$ cat src/design/uart_mode_pkg.sv
// Shared constants for the channel mode block: register indices, fields, reset values
package uart_mode_pkg;

	// Register word indices; the byte address is four times the index
	localparam logic [5:0] IDX_PTR = 6'h00;
	localparam logic [5:0] IDX_MODE1 = 6'h21;
	localparam logic [5:0] IDX_CMC = 6'h22;
	localparam logic [5:0] IDX_ENABLE = 6'h30;
	localparam logic [5:0] IDX_STATUS = 6'h31;
	localparam logic [5:0] IDX_RXDATA = 6'h32;
	localparam logic [5:0] IDX_TXDATA = 6'h33;
	localparam logic [5:0] IDX_DIV_LO = 6'h34;
	localparam logic [5:0] IDX_DIV_HI = 6'h35;

	// channel_mode_control field
	localparam int CMC_MODE_HI = 7;
	localparam int CMC_MODE_LO = 6;
	localparam logic [1:0] MODE_NORMAL = 2'h0;
	localparam logic [1:0] MODE_ECHO = 2'h1;
	localparam logic [1:0] MODE_LOCAL = 2'h2;
	localparam logic [1:0] MODE_REMOTE = 2'h3;

	// Character format byte reached through the pointer window
	localparam int M1_PAR_OFF = 4;
	localparam int M1_ODD = 2;

	// Enable register fields
	localparam int EN_RX = 0;
	localparam int EN_TX = 1;
	localparam int EN_PTR_RST = 4;

	// Status register fields
	localparam int ST_RX_RDY = 0;
	localparam int ST_SPACE = 2;
	localparam int ST_TX_IDLE = 3;
	localparam int ST_OVR = 4;
	localparam int ST_PERR = 5;
	localparam int ST_FERR = 6;
	localparam int ST_BRK = 7;

	// Reset values
	localparam logic [7:0] RST_CMC = 8'h00;
	localparam logic [7:0] RST_MODE1 = 8'h13;
	localparam logic [7:0] RST_ENABLE = 8'h00;
	localparam logic [15:0] RST_DIV = 16'h0040;

	localparam logic [2:0] LAST_DATA_BIT = 3'h7;

endpackage

$ cat src/design/bit_tick_gen.sv
// Bit-rate divider giving a one-cycle tick per bit time, with phase restart
`timescale 1ns/100ps
module bit_tick_gen (
	input wire logic clk_i, // System clock
	input wire logic rst_i, // Synchronous reset, active high
	input wire logic restart_i, // Reload to half a bit time
	input wire logic [15:0] divisor_i, // Clock cycles per bit
	output logic tick_o // One-cycle bit strobe
);
	typedef struct packed {
		logic [15:0] cnt;
	} div_s;

	div_s st_r;
	div_s st_nxt;

	always_comb begin
		st_nxt = st_r;
		if (restart_i) begin
			// Half a bit lands the next tick in the middle of the start bit
			st_nxt.cnt = {1'b0, divisor_i[15:1]};
		end else if (st_r.cnt == 16'h0000) begin
			st_nxt.cnt = divisor_i - 16'h0001;
		end else begin
			st_nxt.cnt = st_r.cnt - 16'h0001;
		end
	end

	always_ff @(posedge clk_i) begin
		if (rst_i) begin
			st_r <= '0;
		end else begin
			st_r <= st_nxt;
		end
	end

	assign tick_o = (st_r.cnt == 16'h0000);

endmodule

$ cat src/design/uart_channel_mode.sv
// Serial channel with normal, echo, local loopback and remote loopback modes
//
// Register access over Wishbone was left to the implementer.
`timescale 1ns/100ps
module uart_channel_mode (
	input wire logic clk_i, // 10 MHz system clock
	input wire logic rst_i, // Synchronous reset, active high
	input wire logic wb_cyc_i, // Wishbone cycle
	input wire logic wb_stb_i, // Wishbone strobe
	input wire logic wb_we_i, // Wishbone write enable
	input wire logic [7:0] wb_adr_i, // Wishbone byte address
	input wire logic [3:0] wb_sel_i, // Wishbone byte selects
	input wire logic [31:0] wb_dat_i, // Wishbone write data
	output logic [31:0] wb_dat_o, // Wishbone read data
	output logic wb_ack_o, // Wishbone acknowledge
	input wire logic rxd_i, // Serial input pin
	output logic txd_o // Serial output pin
);
	typedef enum logic [2:0] {RX_IDLE, RX_START, RX_DATA, RX_PAR, RX_STOP} rx_state_e;
	typedef enum logic [1:0] {TX_IDLE, TX_DATA, TX_PAR, TX_STOP} tx_state_e;

	typedef struct packed {
		logic [2:0] sync;
		logic line;
		logic [7:0] mode1;
		logic [7:0] cmc;
		logic [7:0] en;
		logic [15:0] div;
		logic ptr;
		logic ack;
		logic [7:0] rdat;
		rx_state_e rx_st;
		logic [2:0] rx_cnt;
		logic [7:0] rx_sh;
		logic rx_pbit;
		logic rx_prev;
		logic [7:0] rx_data;
		logic rx_rdy;
		logic ovr;
		logic perr;
		logic ferr;
		logic brk;
		logic echo;
		tx_state_e tx_st;
		logic [2:0] tx_cnt;
		logic [7:0] tx_sh;
		logic [7:0] tx_hold;
		logic tx_pbit;
		logic tx_full;
		logic tx_line;
		logic pin;
	} state_s;

	state_s st_r;
	state_s st_nxt;

	logic req;
	logic commit;
	logic wr;
	logic rd;
	logic [5:0] idx;
	logic [5:0] eidx;
	logic [1:0] mode;
	logic rx_en;
	logic tx_en;
	logic par_en;
	logic odd;
	logic rx_on;
	logic rx_in;
	logic rxt;
	logic rx_restart;
	logic rx_tick;
	logic tx_tick;
	logic remote;
	logic echo_md;
	logic [7:0] status;
	logic frame_bad;

	// Resolves the legacy pointer window onto the register it currently selects
	function automatic logic [5:0] eff_idx(input logic [5:0] a, input logic p);
		if (a == uart_mode_pkg::IDX_PTR) begin
			eff_idx = p ? uart_mode_pkg::IDX_CMC : uart_mode_pkg::IDX_MODE1;
		end else begin
			eff_idx = a;
		end
	endfunction

	bit_tick_gen rx_div (
		.clk_i(clk_i),
		.rst_i(rst_i),
		.restart_i(rx_restart),
		.divisor_i(st_r.div),
		.tick_o(rx_tick)
	);

	bit_tick_gen tx_div (
		.clk_i(clk_i),
		.rst_i(rst_i),
		.restart_i(1'b0),
		.divisor_i(st_r.div),
		.tick_o(tx_tick)
	);

	assign idx = wb_adr_i[7:2];
	assign eidx = eff_idx(idx, st_r.ptr);
	assign req = wb_cyc_i & wb_stb_i;
	// Writes and read side effects land on the edge where the master sees ack
	assign commit = req & st_r.ack;
	assign wr = commit & wb_we_i & wb_sel_i[0];
	assign rd = commit & ~wb_we_i;

	assign mode = st_r.cmc[uart_mode_pkg::CMC_MODE_HI:uart_mode_pkg::CMC_MODE_LO];
	assign remote = (mode == uart_mode_pkg::MODE_REMOTE);
	assign echo_md = (mode == uart_mode_pkg::MODE_ECHO);
	assign rx_en = st_r.en[uart_mode_pkg::EN_RX];
	assign tx_en = st_r.en[uart_mode_pkg::EN_TX];
	assign par_en = ~st_r.mode1[uart_mode_pkg::M1_PAR_OFF];
	assign odd = st_r.mode1[uart_mode_pkg::M1_ODD];

	// Local loop is gated by the transmitter enable, every other mode by the receiver
	assign rx_on = (mode == uart_mode_pkg::MODE_LOCAL) ? tx_en : rx_en;
	// Local loop takes the transmitter line and drops the pin
	assign rx_in = (mode == uart_mode_pkg::MODE_LOCAL) ? st_r.tx_line : st_r.line;
	assign rxt = (mode == uart_mode_pkg::MODE_LOCAL) ? tx_tick : rx_tick;
	assign frame_bad = ~rx_in;

	always_comb begin
		status = 8'h00;
		status[uart_mode_pkg::ST_RX_RDY] = st_r.rx_rdy & ~remote;
		status[uart_mode_pkg::ST_SPACE] = ~st_r.tx_full & ~echo_md;
		status[uart_mode_pkg::ST_TX_IDLE] = ~st_r.tx_full & (st_r.tx_st == TX_IDLE) & ~echo_md;
		status[uart_mode_pkg::ST_OVR] = st_r.ovr & ~remote;
		status[uart_mode_pkg::ST_PERR] = st_r.perr & ~remote;
		status[uart_mode_pkg::ST_FERR] = st_r.ferr & ~remote;
		status[uart_mode_pkg::ST_BRK] = st_r.brk & ~remote;
	end

	always_comb begin
		st_nxt = st_r;
		rx_restart = 1'b0;

		// Pin synchroniser: the filtered level moves only when stages two and three agree
		st_nxt.sync = {st_r.sync[1:0], rxd_i};
		if (st_r.sync[1] == st_r.sync[2]) begin
			st_nxt.line = st_r.sync[2];
		end

		// Register slave: one wait state, then ack for exactly one cycle
		st_nxt.ack = req & ~st_r.ack;
		if (req & ~st_r.ack) begin
			case (eidx)
				uart_mode_pkg::IDX_MODE1: st_nxt.rdat = st_r.mode1;
				uart_mode_pkg::IDX_CMC: st_nxt.rdat = st_r.cmc;
				uart_mode_pkg::IDX_ENABLE: st_nxt.rdat = st_r.en;
				uart_mode_pkg::IDX_STATUS: st_nxt.rdat = status;
				uart_mode_pkg::IDX_RXDATA: st_nxt.rdat = st_r.rx_data;
				uart_mode_pkg::IDX_DIV_LO: st_nxt.rdat = st_r.div[7:0];
				uart_mode_pkg::IDX_DIV_HI: st_nxt.rdat = st_r.div[15:8];
				default: st_nxt.rdat = 8'h00;
			endcase
		end
		if (wr) begin
			case (eidx)
				uart_mode_pkg::IDX_MODE1: st_nxt.mode1 = wb_dat_i[7:0];
				uart_mode_pkg::IDX_CMC: st_nxt.cmc = wb_dat_i[7:0];
				uart_mode_pkg::IDX_ENABLE: begin
					st_nxt.en = {4'h0, wb_dat_i[3:0]};
					if (wb_dat_i[uart_mode_pkg::EN_PTR_RST]) begin
						st_nxt.ptr = 1'b0;
					end
				end
				uart_mode_pkg::IDX_TXDATA: begin
					// The host path to the transmitter is cut in echo mode
					if (~echo_md & ~st_r.tx_full) begin
						st_nxt.tx_hold = wb_dat_i[7:0];
						st_nxt.tx_full = 1'b1;
					end
				end
				uart_mode_pkg::IDX_DIV_LO: st_nxt.div[7:0] = wb_dat_i[7:0];
				uart_mode_pkg::IDX_DIV_HI: st_nxt.div[15:8] = wb_dat_i[7:0];
				default: st_nxt.rdat = st_r.rdat;
			endcase
		end
		// The window steps from the format byte to channel_mode_control after one access
		if (commit && idx == uart_mode_pkg::IDX_PTR) begin
			st_nxt.ptr = 1'b1;
		end
		if (rd && eidx == uart_mode_pkg::IDX_RXDATA) begin
			st_nxt.rx_rdy = 1'b0;
			st_nxt.ovr = 1'b0;
		end

		// Transmitter; it finishes a character already begun even if disabled
		if (tx_tick) begin
			case (st_r.tx_st)
				TX_IDLE: begin
					if (tx_en && st_r.tx_full) begin
						st_nxt.tx_line = 1'b0;
						st_nxt.tx_sh = st_r.tx_hold;
						st_nxt.tx_pbit = (^st_r.tx_hold) ^ odd;
						st_nxt.tx_full = 1'b0;
						st_nxt.tx_cnt = 3'h0;
						st_nxt.tx_st = TX_DATA;
					end
				end
				TX_DATA: begin
					st_nxt.tx_line = st_r.tx_sh[0];
					st_nxt.tx_sh = {1'b0, st_r.tx_sh[7:1]};
					st_nxt.tx_cnt = st_r.tx_cnt + 3'h1;
					if (st_r.tx_cnt == uart_mode_pkg::LAST_DATA_BIT) begin
						st_nxt.tx_st = par_en ? TX_PAR : TX_STOP;
					end
				end
				TX_PAR: begin
					st_nxt.tx_line = st_r.tx_pbit;
					st_nxt.tx_st = TX_STOP;
				end
				TX_STOP: begin
					st_nxt.tx_line = 1'b1;
					st_nxt.tx_st = TX_IDLE;
				end
				default: st_nxt.tx_st = TX_IDLE;
			endcase
		end

		// Receiver; every sampled bit is also copied to the echo line, except the start bit in local loop, which is sampled in RX_IDLE
		st_nxt.rx_prev = rx_in;
		case (st_r.rx_st)
			RX_IDLE: begin
				// Break stays low until mark; the next start then waits for its mid-bit sample
				st_nxt.echo = st_r.brk ? (rx_in | st_r.echo) : 1'b1;
				if (rx_on) begin
					if (mode == uart_mode_pkg::MODE_LOCAL) begin
						if (rxt && !rx_in) begin
							st_nxt.rx_cnt = 3'h0;
							st_nxt.rx_st = RX_DATA;
						end
					end else if (st_r.rx_prev && !rx_in) begin
						rx_restart = 1'b1;
						st_nxt.rx_st = RX_START;
					end
				end
			end
			RX_START: begin
				if (rxt) begin
					if (!rx_in) begin
						st_nxt.echo = 1'b0;
						st_nxt.brk = 1'b0;
						st_nxt.rx_cnt = 3'h0;
						st_nxt.rx_st = RX_DATA;
					end else begin
						st_nxt.rx_st = RX_IDLE;
					end
				end
			end
			RX_DATA: begin
				if (rxt) begin
					st_nxt.echo = rx_in;
					st_nxt.rx_sh = {rx_in, st_r.rx_sh[7:1]};
					st_nxt.rx_cnt = st_r.rx_cnt + 3'h1;
					if (st_r.rx_cnt == uart_mode_pkg::LAST_DATA_BIT) begin
						st_nxt.rx_st = par_en ? RX_PAR : RX_STOP;
					end
				end
			end
			RX_PAR: begin
				if (rxt) begin
					// Parity goes out as received, never recomputed
					st_nxt.echo = rx_in;
					st_nxt.rx_pbit = rx_in;
					st_nxt.rx_st = RX_STOP;
				end
			end
			RX_STOP: begin
				if (rxt) begin
					st_nxt.echo = rx_in;
					st_nxt.rx_st = RX_IDLE;
					if (frame_bad && st_r.rx_sh == 8'h00 && !(par_en && st_r.rx_pbit)) begin
						st_nxt.brk = 1'b1;
					end
					// Remote loop keeps the character and its errors from the host
					if (!remote) begin
						st_nxt.rx_data = st_r.rx_sh;
						st_nxt.ovr = st_nxt.ovr | st_nxt.rx_rdy;
						st_nxt.rx_rdy = 1'b1;
						st_nxt.perr = par_en & (st_r.rx_pbit != ((^st_r.rx_sh) ^ odd));
						st_nxt.ferr = frame_bad;
					end
				end
			end
			default: st_nxt.rx_st = RX_IDLE;
		endcase
		if (!rx_on) begin
			st_nxt.rx_st = RX_IDLE;
		end

		// Output pin steering per mode
		case (mode)
			uart_mode_pkg::MODE_NORMAL: st_nxt.pin = st_r.tx_line;
			uart_mode_pkg::MODE_ECHO: st_nxt.pin = rx_en ? st_r.echo : 1'b1;
			uart_mode_pkg::MODE_LOCAL: st_nxt.pin = 1'b1;
			uart_mode_pkg::MODE_REMOTE: st_nxt.pin = rx_en ? st_r.echo : 1'b1;
			default: st_nxt.pin = 1'b1;
		endcase
	end

	always_ff @(posedge clk_i) begin
		if (rst_i) begin
			st_r <= '0;
			st_r.sync <= 3'h7;
			st_r.line <= 1'b1;
			st_r.rx_prev <= 1'b1;
			st_r.mode1 <= uart_mode_pkg::RST_MODE1;
			st_r.cmc <= uart_mode_pkg::RST_CMC;
			st_r.en <= uart_mode_pkg::RST_ENABLE;
			st_r.div <= uart_mode_pkg::RST_DIV;
			st_r.echo <= 1'b1;
			st_r.tx_line <= 1'b1;
			st_r.pin <= 1'b1;
		end else begin
			st_r <= st_nxt;
		end
	end

	assign txd_o = st_r.pin;
	assign wb_ack_o = st_r.ack;
	assign wb_dat_o = {24'h000000, st_r.rdat};

endmodule

$ cat config.mk
export PLATFORM = sky130hd
export DESIGN_NAME = uart_channel_mode
export DESIGN_NICKNAME = d
export VERILOG_FILES = /design/src/design/uart_mode_pkg.sv /design/src/design/bit_tick_gen.sv /design/src/design/uart_channel_mode.sv
export SDC_FILE = /design/constraint.sdc
export NUM_CORES = 1
export LEC_CHECK = 0
export BUFFER_PORTS_ARGS = -buffer_cell sky130_fd_sc_hd__buf_2
export CAP_MARGIN = 20
export CORE_UTILIZATION = 25
export DETAILED_ROUTE_END_ITERATION = 16
export PLACE_DENSITY = 0.48
export SLEW_MARGIN = 30
export SYNTH_ARGS = -nofsm -noshare
export SYNTH_HDL_FRONTEND = slang
export SYNTH_HIERARCHICAL = 1
export SYNTH_SLANG_ARGS = --single-unit
$ cat constraint.sdc
create_clock -name clk_i -period 4.36 [get_ports clk_i]
set_input_delay 0.654 -clock clk_i [delete_from_list [all_inputs] [get_ports clk_i]]
set_output_delay 0.654 -clock clk_i [all_outputs]
set_load 0.01 [all_outputs]
==> impl_metrics.tcl <==
set metrics [dict create \
    yosysTopAreaCell "dfxtp_1" \
    synth_seq_cells 137 \
    grt_first_pass_wirelength_um 36400 \
    h-tree-depth 4 \
    synth_top_area_frac 0.346 \
    total_power_mw 3.68 \
    rsz0062_at_grt "false" \
    diodes 0 \
    core.rowCount 64 \
    met2_usage 0.235 \
    p_sw_mw 1.23 \
    syn2layout_area_growth_pct 11.7 \
    ys_top_cells_by_count "dfxtp_1, nor2_1, mux2i_1" \
    core_um2 30900 \
    end_kind "flip-flop" \
    intPower_mw 2.45 \
    insertion_delay_ps 440 \
    setup.worst_path.end "tx_div/st_r[14]" \
    final_nets 969 \
    synthArstFlopShare 0 \
    use_met3 0.0259 \
    vias_per_cell 5.02 \
    synth_area_leaders "dfxtp_1, mux2i_1, nor2_1" \
    min_period_ps 3210 \
    hpwlAfterDp_um 15900 \
    status "finished clean" \
    syn_avg_cell_area_um2 8.84 \
    utilization 0.286 \
    leakage_nw 3.03 \
    synth_cell_types 89 \
    rrSetupSlack_ps 1150 \
    clock-sinks 137 \
    relSlewSlack 0.331 \
    cts_hold_buf 0 \
    grt_pass1_vias 6335 \
    post_cts_buffers 0 \
    cts_tree "built" \
    cpMaxStageDelayCell "or3b_2" \
    crit_chain "or3_1 > nor2_1 > buf_4 > a21oi_1 > ha_1 > or3b_2 > nor3_4 > o21ai_0 > nor4_1 > xor2_1 > o22ai_1" \
    grt.overflow.total 0 \
    reg2reg_to "tx_div/st_r[14]" \
    io_pins 84 \
    crit_start "tx_div/st_r[4]" \
    synthAdderAreaFrac 0.0221 \
    avgRoutedWirePerCell_um 17.3 \
    critical_path_required_ps 4640 \
    drive_above_1_share 0.158 \
    r2r_cells 11 \
    slew_viol_final 0 \
    r2r-start "tx_div/st_r[4]" \
    synthMuxAreaShare 0.103 \
    postLayoutCellArea_um2 8850 \
    combPwrFrac 0.228 \
    synth-edff-count 0 \
    p_sw_frac 0.335 \
    critical_path.startpoint_type "flip-flop" \
    synthesis.area_um2 7930 \
    seq_power_share 0.378 \
    hold_ws_ps 396 \
    ant_nets 0 \
    synthCells 897 \
    clockBufferDepth 2 \
    fin_crit_sh 0.736 \
    fin_cells 1314 \
    hold_path_class "in2reg" \
    synth_warnings 6 \
    setup_viol 0 \
    clockRootBuffer "clkbuf_16" \
    synth_simple_gate_area_frac 0.254 \
    max_freq_mhz 312 \
    fin_tns_setup_ps 0 \
    drtPass1Iterations 5 \
    fin_ws_ps 1150 \
    placed_cell_area_um2 8260 \
    first_iter_violations 442 \
    die_area_um2 32400 \
    die_w_um 180 \
    clkTransAtPathRegs_ps 70 \
    skew_ps 23.1 \
    numCtsBuffers 17 \
    synthXorXnorAreaFrac 0.0238 \
    synth_top_family_by_area "simple AND/OR/NAND/NOR gates" \
    ys.flop_type "dfxtp_1" \
    grt_antenna_before_repair 1 \
    initial_core_util 0.256 \
    dp_slack_ps 1200 \
    fp.dieH_um 180 \
    slowest_delay_ps 530 \
    synth_most_common_cell "dfxtp_1" \
    grt_max_degree 73 \
    globalRouteMet1Util 0.191 \
    wl_um 22700 \
    globalplace.congestion 0.855 \
    port_buffers 30 \
    path_class "reg2reg" \
    arrival_ps 3490 \
    crit_fanout 17 \
    cts-resized-gates 0 \
    vias 6590 \
    ir_worst_vdd_mv 0.282 \
    dp_cells 1282 \
    clockPowerShare 0.394 \
    max-cap-violations 0 \
    powerDensity_nw_per_um2 416 \
    grt_util_all_layers 0.143 \
    seq_area_frac_synth 0.346 \
    busiest_layer "met2" \
    synth_compound_area_frac 0.180 \
    drcViolationCount 0 \
    hold_viol_final 0 \
    max_slew.worst_pin.slew_ps 996 \
]
-- cell families after synthesis --
| kind of cell | count (synthesis) |
|---|---|
| DFF | 137 |
| xor gates and xnor gates | 20 |
| and+or+nand+nor | 346 |
| other | 1 |
| buffers and inverters | 99 |
| adders and majority gates | 14 |
| muxes | 80 |
| AOI/OAI and AO/OA | 200 |
-- layout make-up --
| cell class | instances | area, µm² |
|---|---|---|
| flip-flops and latches | 137 | 2740 |
| repair buffers | 40 | 228 |
| clock buffers | 17 | 425 |
| fillers | 3324 | 22100 |
| inverters | 23 | 86.3 |
| multi-input cells | 686 | 4720 |
| clock inverters | 15 | 156 |
| well taps | 396 | 495 |
-- registers in the layout, summed over array words and instances (netlist names) --
| name | count |
|---|---|
| st_nxt | 2 |
| rx_en | 1 |
| mode | 2 |
| st_r | 89 |
| wb_ack_o | 1 |
| odd | 1 |
| rx_div/st_r | 16 |
| tx_div/st_r | 16 |
| txd_o | 1 |
| wb_dat_o | 8 |
-- critical path: cells and delay by family, from the launching register on --
| family | cells | cell delay, ps |
|---|---|---|
| simple gates | 5 | 1560 |
| flops | 1 | 450 |
| fa+ha+maj | 1 | 210 |
| compound gates | 3 | 440 |
| buf+inv | 1 | 230 |
| xor+xnor | 1 | 170 |
-- power by group through the flow --
stage	logic (mW)	clock network, mW	registers (mW)
floorplan	0.668	0	1.40
global placement	0.822	0	1.42
detailed placement	0.823	0	1.42
CTS	0.826	1.49	1.39
global route	0.924	1.54	1.40
finish	0.839	1.45	1.39
-- cells in the final DEF, fill, tap and decap left out, types with 14 or more instances in the layout --
| master | instances |
|---|---|
| nor2_1 | 126 |
| nor4_1 | 16 |
| dfxtp_1 | 137 |
| buf_2 | 29 |
| or3_1 | 14 |
| nor3_1 | 19 |
| nor2b_1 | 14 |
| inv_1 | 23 |
| xnor2_1 | 16 |
| a21oi_1 | 47 |
| a211oi_1 | 14 |
| clkbuf_16 | 17 |
| conb_1 | 26 |
| mux2i_1 | 75 |
| nand2_1 | 51 |
| ha_1 | 14 |
| o21ai_0 | 22 |
-- how the worst min path moves through the flow --
stage	start	to	slack [ps]	cells after the start
3_3_place_gp	st_nxt[107]	st_nxt[108]	390	1
2_1_floorplan	st_nxt[107]	st_nxt[108]	390	1
3_5_place_dp	st_nxt[107]	st_nxt[108]	400	1
5_1_grt	rxd_i	st_nxt[107]	400	2
6_report	rxd_i	st_nxt[107]	400	2
4_1_cts	rxd_i	st_nxt[107]	390	2
-- layer usage --
metal	vias up	wire length [µm]
li1	3253	-
met1	3194	10900
met5	-	17
met4	2	261
met3	17	713
met2	124	10800
No activity file was read; power rests on OpenSTA's default activity.
